$ cat config.mk
export PLATFORM = sky130hd
export DESIGN_NAME = mis_word_sequencer
export DESIGN_NICKNAME = d
export VERILOG_FILES = /design/src/hw/mis_word_sequencer.v
export VERILOG_INCLUDE_DIRS = /design/src /design/src/inc
export SDC_FILE = /design/constraint.sdc
export NUM_CORES = 1
export LEC_CHECK = 0
export BUFFER_PORTS_ARGS = -buffer_cell sky130_fd_sc_hd__buf_2
export CAP_MARGIN = 25
export CORE_MARGIN = 2
export CORE_UTILIZATION = 42
export DETAILED_ROUTE_END_ITERATION = 10
export MAX_ROUTING_LAYER = met4
export SYNTH_ARGS = -nofsm -noshare
export SYNTH_HDL_FRONTEND = slang
export SYNTH_SLANG_ARGS = --single-unit
$ cat constraint.sdc
create_clock -name clk_sys -period 2.8 [get_ports clk_sys]
set_clock_uncertainty 0.2 [all_clocks]
set_input_delay 0.14 -clock clk_sys [delete_from_list [all_inputs] [get_ports clk_sys]]
set_output_delay 0.14 -clock clk_sys [all_outputs]
set_load 0.005 [all_outputs]
$ cat src/inc/mis_defines.vh
// Constants for the multiplexed input word sequencer
`ifndef MIS_DEFINES_VH
`define MIS_DEFINES_VH

// Register byte offsets
`define MIS_OFS_CTRL 4'h0
`define MIS_OFS_STATUS 4'h4
`define MIS_OFS_WORD 4'h8
`define MIS_OFS_SCANS 4'hc

// Control field positions and reset value
`define MIS_CTRL_RUN 0
`define MIS_CTRL_FREEZE 1
`define MIS_CTRL_RESET 2'h1

// Status field positions
`define MIS_ST_COUNT_LSB 0
`define MIS_ST_COUNT_MSB 3
`define MIS_ST_RANGE_LO 4
`define MIS_ST_RANGE_HI 5
`define MIS_ST_FULL 6
`define MIS_ST_CHAN_LSB 8
`define MIS_ST_CHAN_MSB 11

// Host word layout
`define MIS_CODE_MSB 15
`define MIS_CODE_LSB 12
`define MIS_DATA_MSB 11

// Jumper reset values: factory state, all installed
`define MIS_COUNT_RESET 4'hf
`define MIS_RANGE_RESET 1'h1

// Sequencing constants
`define MIS_FIRST_CHAN 4'h0
`define MIS_BANK_SPLIT 4'h8
`define MIS_FIFO_DEPTH 2'h2

// Bus responses
`define MIS_RESP_OKAY 2'h0
`define MIS_RESP_SLVERR 2'h2

`endif

$ cat src/hw/mis_word_sequencer.v
// Channel sequencer and host word formatter for a 16-channel 12-bit input module
//
// What this block and the host do
// RULE1: Channel count is jumper sum plus one
// RULE2: Only first N channels are processed
// RULE3: Range jumper per bank, installed means 10V
// RULE4: Default range is 10V on all channels
// RULE5: One channel presented per host scan
// RULE6: Wrap to channel 1 after the last
// RULE7: Convert continuously, deliver only at scans
// RULE8: Host sees one 16-bit word
// RULE9: Top four bits are channel minus one
// RULE10: Code refreshed with data every scan
// RULE11: Low twelve bits unsigned binary sample
// RULE12: Range ends map to counts 0 and 4095
// RULE13: Host maps points on word boundary
// RULE14: Host masks code bits before use
// RULE15: First word after reset is channel 1
`timescale 1ns/100ps
`include "mis_defines.vh"

module mis_word_sequencer (
  input wire clk_sys, // System clock, 25 MHz
  input wire reset_n, // Asynchronous reset, active low
  input wire [3:0] s_axi_awaddr, // Write address
  input wire s_axi_awvalid, // Write address valid
  output wire s_axi_awready, // Write address ready
  input wire [31:0] s_axi_wdata, // Write data
  input wire [3:0] s_axi_wstrb, // Write byte strobes
  input wire s_axi_wvalid, // Write data valid
  output wire s_axi_wready, // Write data ready
  output reg [1:0] s_axi_bresp, // Write response
  output reg s_axi_bvalid, // Write response valid
  input wire s_axi_bready, // Write response ready
  input wire [3:0] s_axi_araddr, // Read address
  input wire s_axi_arvalid, // Read address valid
  output wire s_axi_arready, // Read address ready
  output reg [31:0] s_axi_rdata, // Read data
  output reg [1:0] s_axi_rresp, // Read response
  output reg s_axi_rvalid, // Read data valid
  input wire s_axi_rready, // Read data ready
  input wire [3:0] countJumper, // Count jumpers +8 +4 +2 +1, high = installed
  input wire rangeLowJumper, // Channels 1-8 range, high = 10V
  input wire rangeHighJumper, // Channels 9-16 range, high = 10V
  output reg [3:0] convChannel, // Mux channel for the converter
  output reg convRange10V, // Front-end range select, high = 10V
  output reg convStart, // Conversion start pulse
  input wire convDone, // Conversion done level from converter
  input wire [11:0] convData, // Converter result, unsigned
  input wire hostScan, // Host scan update strobe
  output reg [15:0] hostWord // Word read by the host
);

  localparam ST_IDLE = 3'h1;
  localparam ST_START = 3'h2;
  localparam ST_WAIT = 3'h4;

  reg [3:0] countSync1_reg, countSync2_reg;
  reg [1:0] rangeSync1_reg, rangeSync2_reg;
  reg doneSync1_reg, doneSync2_reg, donePrev_reg;
  reg [11:0] dataSync1_reg, dataSync2_reg;
  reg scanSync1_reg, scanSync2_reg, scanPrev_reg;
  reg [1:0] ctrl_reg;
  reg [31:0] scans_reg;
  reg [2:0] state_reg;
  reg [3:0] convChan_reg, seqChan_reg;
  reg [15:0] fifoMem0_reg, fifoMem1_reg;
  reg fifoWrPtr_reg, fifoRdPtr_reg;
  reg [1:0] fifoCount_reg;
  wire [3:0] lastChan;
  wire doneRise, scanRise, wrTake, rdTake;
  wire fifoInValid, fifoInReady, fifoOutValid, fifoOutReady;
  wire [15:0] fifoInData, fifoOutData, nextWord;
  wire [11:0] sampleWord [0:15];
  reg [31:0] readData;
  reg [1:0] readResp;

  // Two-stage synchronisers for the jumper, converter and scan inputs
  always @(posedge clk_sys or negedge reset_n)
  begin
    if (!reset_n)
    begin
      countSync1_reg <= `MIS_COUNT_RESET; // RULE4
      countSync2_reg <= `MIS_COUNT_RESET;
      rangeSync1_reg <= {2{`MIS_RANGE_RESET}}; // RULE4
      rangeSync2_reg <= {2{`MIS_RANGE_RESET}}; // RULE4
      doneSync1_reg <= 1'h0;
      doneSync2_reg <= 1'h0;
      donePrev_reg <= 1'h0;
      dataSync1_reg <= 12'h000;
      dataSync2_reg <= 12'h000;
      scanSync1_reg <= 1'h0;
      scanSync2_reg <= 1'h0;
      scanPrev_reg <= 1'h0;
    end
    else
    begin
      countSync1_reg <= countJumper;
      countSync2_reg <= countSync1_reg;
      rangeSync1_reg <= {rangeHighJumper, rangeLowJumper};
      rangeSync2_reg <= rangeSync1_reg;
      doneSync1_reg <= convDone;
      doneSync2_reg <= doneSync1_reg;
      donePrev_reg <= doneSync2_reg;
      dataSync1_reg <= convData;
      dataSync2_reg <= dataSync1_reg;
      scanSync1_reg <= hostScan;
      scanSync2_reg <= scanSync1_reg;
      scanPrev_reg <= scanSync2_reg;
    end
  end

  // Last active channel index equals the jumper sum
  assign lastChan = countSync2_reg; // RULE1
  assign doneRise = doneSync2_reg & ~donePrev_reg;
  assign scanRise = scanSync2_reg & ~scanPrev_reg;

  // Free-running conversion sequencer over the active channels
  always @(posedge clk_sys or negedge reset_n)
  begin
    if (!reset_n)
    begin
      state_reg <= ST_IDLE;
      convChan_reg <= `MIS_FIRST_CHAN;
      convChannel <= `MIS_FIRST_CHAN;
      convRange10V <= `MIS_RANGE_RESET;
      convStart <= 1'h0;
    end
    else
    begin
      case (state_reg)
        ST_IDLE:
        begin
          convStart <= 1'h0;
          // Start only when the buffer can hold the result
          if (ctrl_reg[`MIS_CTRL_RUN] && fifoInReady) // RULE7
          begin
            convChannel <= convChan_reg;
            convStart <= 1'h1;
            if (convChan_reg < `MIS_BANK_SPLIT)
              convRange10V <= rangeSync2_reg[0]; // RULE3
            else
              convRange10V <= rangeSync2_reg[1]; // RULE3
            state_reg <= ST_START;
          end
        end
        ST_START:
        begin
          convStart <= 1'h0;
          state_reg <= ST_WAIT;
        end
        ST_WAIT:
        begin
          convStart <= 1'h0;
          if (doneRise)
          begin
            // Skip channels above the jumper count
            if (convChan_reg >= lastChan) // RULE2
              convChan_reg <= `MIS_FIRST_CHAN;
            else
              convChan_reg <= convChan_reg + 4'h1;
            state_reg <= ST_IDLE;
          end
        end
        default:
        begin
          convStart <= 1'h0;
          state_reg <= ST_IDLE;
        end
      endcase
    end
  end

  // Result pushed as channel tag plus unsigned sample
  assign fifoInValid = (state_reg == ST_WAIT) && doneRise;
  assign fifoInData = {convChan_reg, dataSync2_reg}; // RULE11 RULE12

  // Two-entry result buffer; freeze stalls the drain side
  assign fifoInReady = (fifoCount_reg != `MIS_FIFO_DEPTH);
  assign fifoOutValid = (fifoCount_reg != 2'h0);
  assign fifoOutReady = ~ctrl_reg[`MIS_CTRL_FREEZE];
  assign fifoOutData = fifoRdPtr_reg ? fifoMem1_reg : fifoMem0_reg;

  always @(posedge clk_sys or negedge reset_n)
  begin
    if (!reset_n)
    begin
      fifoMem0_reg <= 16'h0000;
      fifoMem1_reg <= 16'h0000;
      fifoWrPtr_reg <= 1'h0;
      fifoRdPtr_reg <= 1'h0;
      fifoCount_reg <= 2'h0;
    end
    else
    begin
      if (fifoInValid && fifoInReady)
      begin
        if (fifoWrPtr_reg)
          fifoMem1_reg <= fifoInData;
        else
          fifoMem0_reg <= fifoInData;
        fifoWrPtr_reg <= ~fifoWrPtr_reg;
      end
      if (fifoOutValid && fifoOutReady)
        fifoRdPtr_reg <= ~fifoRdPtr_reg;
      case ({fifoInValid && fifoInReady, fifoOutValid && fifoOutReady})
        2'b10: fifoCount_reg <= fifoCount_reg + 2'h1;
        2'b01: fifoCount_reg <= fifoCount_reg - 2'h1;
        default: fifoCount_reg <= fifoCount_reg;
      endcase
    end
  end

  // Latest sample per channel, written as results drain
  genvar gi;
  generate
    for (gi = 0; gi < 16; gi = gi + 1)
    begin : gSample
      localparam [3:0] CHAN_IDX = gi; // Channel code this slot answers to
      reg [11:0] sample_reg;
      always @(posedge clk_sys or negedge reset_n)
      begin
        if (!reset_n)
          sample_reg <= 12'h000;
        else if (fifoOutValid && fifoOutReady &&
                 fifoOutData[`MIS_CODE_MSB:`MIS_CODE_LSB] == CHAN_IDX)
          sample_reg <= fifoOutData[`MIS_DATA_MSB:0]; // RULE7
      end
      assign sampleWord[gi] = sample_reg;
    end
  endgenerate

  // Code and sample taken together so they always match
  assign nextWord = {seqChan_reg, sampleWord[seqChan_reg]}; // RULE8 RULE9 RULE10 RULE11

  // Host word update, one channel per scan
  always @(posedge clk_sys or negedge reset_n)
  begin
    if (!reset_n)
    begin
      seqChan_reg <= `MIS_FIRST_CHAN; // RULE15
      hostWord <= 16'h0000;
      scans_reg <= 32'h00000000;
    end
    else if (scanRise)
    begin
      hostWord <= nextWord; // RULE5 RULE10
      scans_reg <= scans_reg + 32'h00000001;
      if (seqChan_reg >= lastChan) // RULE2
        seqChan_reg <= `MIS_FIRST_CHAN; // RULE6
      else
        seqChan_reg <= seqChan_reg + 4'h1; // RULE5
    end
  end

  // Write channels taken together, one response outstanding
  assign wrTake = s_axi_awvalid & s_axi_wvalid & ~s_axi_bvalid;
  assign s_axi_awready = wrTake;
  assign s_axi_wready = wrTake;

  always @(posedge clk_sys or negedge reset_n)
  begin
    if (!reset_n)
    begin
      ctrl_reg <= `MIS_CTRL_RESET;
      s_axi_bvalid <= 1'h0;
      s_axi_bresp <= `MIS_RESP_OKAY;
    end
    else
    begin
      if (wrTake)
      begin
        s_axi_bvalid <= 1'h1;
        case (s_axi_awaddr)
          `MIS_OFS_CTRL:
          begin
            s_axi_bresp <= `MIS_RESP_OKAY;
            if (s_axi_wstrb[0])
              ctrl_reg <= s_axi_wdata[1:0];
          end
          `MIS_OFS_STATUS, `MIS_OFS_WORD, `MIS_OFS_SCANS:
            s_axi_bresp <= `MIS_RESP_OKAY;
          default:
            s_axi_bresp <= `MIS_RESP_SLVERR;
        endcase
      end
      else if (s_axi_bready)
        s_axi_bvalid <= 1'h0;
    end
  end

  // Read decode
  always @*
  begin
    readData = 32'h00000000;
    readResp = `MIS_RESP_OKAY;
    case (s_axi_araddr)
      `MIS_OFS_CTRL: readData[1:0] = ctrl_reg;
      `MIS_OFS_STATUS:
      begin
        readData[`MIS_ST_COUNT_MSB:`MIS_ST_COUNT_LSB] = lastChan;
        readData[`MIS_ST_RANGE_LO] = rangeSync2_reg[0];
        readData[`MIS_ST_RANGE_HI] = rangeSync2_reg[1];
        readData[`MIS_ST_FULL] = ~fifoInReady;
        readData[`MIS_ST_CHAN_MSB:`MIS_ST_CHAN_LSB] = seqChan_reg;
      end
      `MIS_OFS_WORD: readData[15:0] = hostWord;
      `MIS_OFS_SCANS: readData = scans_reg;
      default: readResp = `MIS_RESP_SLVERR;
    endcase
  end

  // Read channel, one answer outstanding
  assign rdTake = s_axi_arvalid & ~s_axi_rvalid;
  assign s_axi_arready = rdTake;

  always @(posedge clk_sys or negedge reset_n)
  begin
    if (!reset_n)
    begin
      s_axi_rvalid <= 1'h0;
      s_axi_rdata <= 32'h00000000;
      s_axi_rresp <= `MIS_RESP_OKAY;
    end
    else if (rdTake)
    begin
      s_axi_rvalid <= 1'h1;
      s_axi_rdata <= readData;
      s_axi_rresp <= readResp;
    end
    else if (s_axi_rready)
      s_axi_rvalid <= 1'h0;
  end

endmodule // mis_word_sequencer

==> results of run 1 <==
-- cell type report --
cell class	instances	share of cell area
Tap cell	468	0.0314
Sequential cell	373	0.502
Inverter	19	0.00382
Multi-Input combinational cell	979	0.317
Clock inverter	9	0.00429
Clock buffer	61	0.0672
Timing Repair Buffer	189	0.0748
-- logic make-up (layout without fill, tap and decap cells) --
family          after synthesis  after routing  synth area share
mux                         156            156             0.106
flops                       373            373             0.595
simple gates                449            449             0.125
compound gates              324            324             0.115
fa+ha+maj                    12             12           0.00954
other cells                   1              2          0.000238
xor+xnor                     36             36            0.0200
buf+inv                     111            278            0.0305
-- critical path, stage by stage (launching register included) --
cell,delay [ns]
dfrtp_1,0.38
inv_1,0.08
nand2_1,0.08
buf_4,0.21
nor3_1,0.30
dlygate4sd3_1,0.70
a22o_1,0.15
dlygate4sd3_1,0.54
-- per-layer routing --
| metal | share of wire | GRT usage |
|---|---|---|
| met2 | 0.47 | 0.324 |
| met1 | 0.46 | 0.270 |
| met3 | 0.048 | 0.0350 |
| met5 | 0 | - |
| met4 | 0.015 | 0.0476 |
-- stage by stage --
step | hold slack [ns] | cell area [sq um] | worst slack, ns
after floorplan | -0.356 | 15700 | 0.770
after global placement | -0.0313 | 16900 | 0.542
after detailed placement | -0.0283 | 16900 | 0.523
after CTS | 0.00147 | 18600 | 0.180
after global routing | 0.00480 | 18600 | 0.00238
final | 0.0380 | 18600 | 0.0771
-- cell usage in the layout (no fill, tap or decap), types with 39 or more instances in the layout --
cell type / n
dfrtp_1: 357
nand2_1: 193
a21oi_1: 148
nor2_1: 146
o21ai_0: 114
mux2i_1: 109
buf_2: 97
nand3_1: 47
clkbuf_16: 43
buf_4: 42
dlygate4sd3_1: 41
mux2_2: 39
-- power by group through the flow --
stage / sequential, mW / clock, mW / combinational [mW]
floorplan: 5.96 / 0 / 1.59
global placement: 6.10 / 0 / 2.48
detailed placement: 6.11 / 0 / 2.51
CTS: 6.02 / 5.43 / 2.58
global route: 6.05 / 5.68 / 2.82
finish: 6.02 / 5.28 / 2.58
-- what timing repair did --
action	CTS	global route
hold endpoints to repair	417	0
hold buffers	42	0
gates resized for setup	0	0
-- worst max path at each step --
| stage | startpoint | end | depth (start not counted) |
|---|---|---|---|
| 3_3_place_gp | donePrev_reg | fifoMem0_reg[9] | 5 |
| 5_1_grt | s_axi_rvalid | s_axi_rdata[1] | 7 |
| 4_1_cts | s_axi_rvalid | s_axi_rdata[1] | 7 |
| 6_report | s_axi_rvalid | s_axi_rdata[1] | 7 |
| 2_1_floorplan | seqChan_reg[0] | seqChan_reg[0] | 7 |
| 3_5_place_dp | ctrl_reg[1] | gSample[7].sample_reg[1] | 6 |
==> results.tsv, run 1 <==
stage	metric	value	unit
layout	fin_util	0.507	
min_path	holdCritPathClass	in -> reg	
logic_synthesis	yosysSeqAreaShare	0.595	
sta	rsz0062_at_grt	false	
min_path	holdPathStages	2	
route	drt-pass1-iter-count	5	
logic_synthesis	synth_top_area_frac	0.569	
route	viasPerCell	5.25	
placed_design	gp_congestion	0.800	
route	drt_iter0_drc	643	
layout	area_growth	18.5	%
worst_setup_path	critical_path_class	reg -> reg	
cts	cts_root_buf	clkbuf_16	
layout	multi_input_area	5910	sq um
logic_synthesis	ys.flop_type	dfrtp_1	
grt	antenna_found_initial	0	
min_path	min_to	doneSync1_reg	
grt	first_global_vias	11000	
grt	grt_pass1_wl	60100	um
cts	numCtsBuffers	41	
worst_setup_path	timing.rr.start	s_axi_rvalid	
floorplan	die_h	198	um
sta	period_share	0.972	
sta	maxSlewViolCount	0	
logic_synthesis	synth_most_common_cell	dfrtp_1	
layout	nets	1686	
floorplan	start_util	0.428	
sta	min_period	2.72	ns
logic_synthesis	syn_area	15700	sq um
grt	track_usage	0.202	
logic_synthesis	syn_inst	1462	
sta	setup_viol	0	
sta	clock.fmax	367	MHz
power_and_ir_drop	p_int	9.87	mW
route	antenna_left	0	
power_and_ir_drop	power_switching	4.01	mW
layout	layout.cells.non_filler	2098	
floorplan	num_io_pins	134	
run_status	status	completed	
cts	clockBufferDepth	3	
cts	clk_pin_slew_worst_paths	0.06	ns
logic_synthesis	ys_types	54	
cts	cts_setup_buffers	0	
sta	finalSetupTns	0	ns
worst_setup_path	r2r-end	s_axi_rdata[1]	
sta	final-hold-violation-count	0	
power_and_ir_drop	peakVddDrop	0.000532	V
floorplan	core_area	36800	sq um
logic_synthesis	synth_edf_count	0	
route	wirelength	36800	um
worst_setup_path	crit_arrival	3.01	ns
route	via_count	11000	
placed_design	io_buffers	98	
layout	largest_reg_flops	192	
power_and_ir_drop	seqPwrFrac	0.434	
placed_design	dp.cells	1986	
logic_synthesis	synthArstFlopShare	1.00	
sta	tightest_slew	0.875	ns
power_and_ir_drop	switching_share	0.289	
layout	diodes	0	
logic_synthesis	synthTopCellsByCount	dfrtp_1, nand2_1, a21oi_1	
route	wl_per_cell	17.5	um
floorplan	dieWidth	198	um
worst_setup_path	reg2reg_depth	7	
layout	regArea	9360	sq um
min_path	min_from	convDone	
grt	grt_overflow	0	
layout	fillers	3353	
cts	tritoncts	yes	
worst_setup_path	rrSetupSlack	0.08	ns
worst_setup_path	critPathCaptureType	register	
power_and_ir_drop	finalPower	13.9	mW
power_and_ir_drop	p_clk_frac	0.381	
layout	drive_above_1_share	0.177	
logic_synthesis	synth_top_cell_by_area	dfrtp_1	
logic_synthesis	yosysWarnings	0	
logic_synthesis	avgSynthCellArea	10.8	sq um
power_and_ir_drop	leakagePower	8.79	nW
logic_synthesis	yosys_register_bits	373	
power_and_ir_drop	pwr-share-comb	0.186	
power_and_ir_drop	powerDensity	744	nW/um^2
logic_synthesis	yosys-top-cells-area	dfrtp_1, mux2i_1, a21oi_1	
worst_setup_path	critPathRequiredTime	3.09	ns
worst_setup_path	critPathMaxFanout	23	
cts	cts.sinks	373	
floorplan	die_area	39000	sq um
cts	clock_latency	0.55	ns
route	drc	0	
sta	maxSlewHeadroom	0.416	
cts	htreeDepth	2	
worst_setup_path	start_kind	register	
floorplan	rows	70	
job	max_cap_violations	0	
grt	grt_max_degree	102	
placed_design	post-dp-hpwl	23600	um
Note: power is estimated with default switching activity, not from simulation.
==> run 2: changes to the inputs <==
Settings changed: CELL_PAD_IN_SITES_DETAIL_PLACEMENT from default to 1, CELL_PAD_IN_SITES_GLOBAL_PLACEMENT from default to 1, PLACE_DENSITY_LB_ADDON from default to 0.1.
==> results.tsv, run 2 (synthesis results as in run 1) <==
stage	metric	value	unit	change
run_status	status	completed		
grt	grt_pass1_wl	67600	um	+13%
floorplan	core_area	36800	sq um	unchanged
worst_setup_path	cpPeakStageDelay	0.49	ns	-0.21 ns
power_and_ir_drop	powerDensity	762	nW/um^2	+2.4%
power_and_ir_drop	peakVddDrop	0.000528	V	-0.82%
worst_setup_path	timing.rr.start	fifoRdPtr_reg		
cts	clockBufferDepth	3		unchanged
sta	min_period	2.40	ns	-0.322 ns
route	wirelength	42000	um	+14%
placed_design	io_buffers	98		unchanged
cts	htreeDepth	2		unchanged
worst_setup_path	start_kind	register		
layout	fillers	3999		+19%
cts	cts-hold-fix-buffers	46		+9.5%
sta	tightest_slew	0.747	ns	-0.128 ns
floorplan	dieWidth	198	um	unchanged
cts	clock_latency	0.56	ns	about the same
route	drt-pass1-iter-count	4		-1
sta	maxSlewHeadroom	0.499		+0.0826
min_path	min_from	convData[3]		
layout	fin_util	0.511		+0.00360
cts	cts.sinks	373		unchanged
sta	setup_viol	0		unchanged
layout	diodes	0		unchanged
worst_setup_path	crit_arrival	2.06	ns	-0.95 ns
route	viasPerCell	5.33		+1.6%
placed_design	post-dp-hpwl	27100	um	+15%
sta	rsz0062_at_grt	false		
route	via_count	11300		+2.2%
sta	timing.hold.ws	0.0390	ns	+0.00107 ns
layout	layout.cells.non_filler	2111		+0.62%
worst_setup_path	critical_path_class	reg -> out		
min_path	holdPathStages	2		unchanged
layout	drive_above_1_share	0.183		+0.00529
min_path	holdCritPathClass	in -> reg		
worst_setup_path	rrSetupSlack	0.41	ns	+0.33 ns
sta	maxSlewViolCount	0		unchanged
worst_setup_path	path_cells	inv_1 -> nand2_1 -> buf_4 -> clkinv_1 -> buf_2		
job	max_cap_violations	0		unchanged
layout	largest_reg_flops	192		unchanged
worst_setup_path	critPathRequiredTime	2.46	ns	-0.63 ns
floorplan	die_h	198	um	unchanged
worst_setup_path	cpLargestDelayFamily	buffers and inverters		
placed_design	post-place-ws	0.438	ns	-0.0848 ns
worst_setup_path	reg2reg_depth	6		-1
layout	final_common_cell	dfrtp_1		
grt	grt_overflow	0		unchanged
sta	finalSetupTns	0	ns	unchanged
route	drc	0		unchanged
cts	cts_setup_buffers	0		unchanged
route	antenna_left	0		unchanged
layout	layout_common_cells	dfrtp_1, nand2_1, a21oi_1		
worst_setup_path	slowest_stage	clkinv_1		
cts	numCtsBuffers	42		+2.4%
placed_design	gp_congestion	0.766		-4.3%
grt	first_global_vias	12100		+9.7%
route	drt_iter0_drc	491		-24%
route	wl_per_cell	19.9	um	+13%
cts	ctsResizeCount	0		unchanged
floorplan	start_util	0.428		unchanged
worst_setup_path	r2r-end	gSample[14].sample_reg[6]		
worst_setup_path	critPathCaptureType	primary output		
sta	period_share	0.858		-0.115
sta	clock.fmax	416	MHz	+13%
floorplan	die_area	39000	sq um	unchanged
grt	antenna_found_initial	1		+1
cts	cts_root_buf	clkbuf_16		
worst_setup_path	path_buf_inv	4		unchanged
cts	clk_pin_slew_worst_paths	0.06	ns	about the same
worst_setup_path	critPathMaxFanout	24		+4.3%
layout	area_growth	19.4	%	
layout	nets	1693		+0.42%
cts	tritoncts	yes		
placed_design	dp.cells	1988		+0.10%
power_and_ir_drop	leakagePower	8.85	nW	+0.79%
grt	track_usage	0.232		+0.0297
grt	grt_max_degree	76		-25%
sta	setup_ws	0.399	ns	+0.322 ns
floorplan	rows	70		unchanged
min_path	min_to	dataSync1_reg[3]		
sta	final-hold-violation-count	0		unchanged
floorplan	num_io_pins	134		unchanged
## run 2: worst register-to-register path: stages (launching register included)
cell,delay (ns)
dfrtp_1,0.70
mux2i_2,0.42
nand3_1,0.21
nor2_1,0.18
buf_4,0.33
nor2_1,0.12
a21oi_1,0.15
## run 2: worst max path at each step
stage,from,endpoint,slack (ns),cells past startpoint
after global placement,s_axi_rvalid,s_axi_rdata[6],0.50,6
after CTS,s_axi_rvalid,s_axi_arready,0.38,5
final,s_axi_rvalid,s_axi_arready,0.40,5
after detailed placement,s_axi_rvalid,s_axi_rdata[6],0.44,6
after global routing,seqChan_reg[0],seqChan_reg[0],0.25,7
after floorplan,seqChan_reg[0],seqChan_reg[0],0.77,7
## run 2: cell type report
class	count	area, sq um	area share
sequential	373	9360	0.498
multi-input combinational	979	5910	0.315
timing repair buffer	195	1420	0.0758
clock buffer	66	1320	0.0704
tap	468	586	0.0312
clock inverter	11	109	0.00580
inverter	19	71.3	0.00380
## run 2: where the power goes
part	switching, mW	leakage [nW]	internal, mW	total (mW)
logic	1.62	3.10	1.02	2.64
registers	0.371	5.04	5.67	6.04
clock network	2.21	0.717	3.42	5.63
## run 2: stage by stage
| step | area [sq um] | power (mW) |
|---|---|---|
| floorplan | 15700 | 7.55 |
| global route | 18800 | 14.9 |
| finish | 18800 | 14.3 |
| CTS | 18800 | 14.5 |
| global placement | 16900 | 8.69 |
| detailed placement | 16900 | 8.73 |
## run 2: metal layers
| metal | vias to the layer above | track usage | part of all wire |
|---|---|---|---|
| li1 | 5332 | - | - |
| met1 | 5694 | 0.302 | 0.46 |
| met2 | 148 | 0.382 | 0.48 |
| met3 | 79 | 0.0294 | 0.028 |
| met4 | 0 | 0.0699 | 0.025 |
| met5 | - | - | 0 |
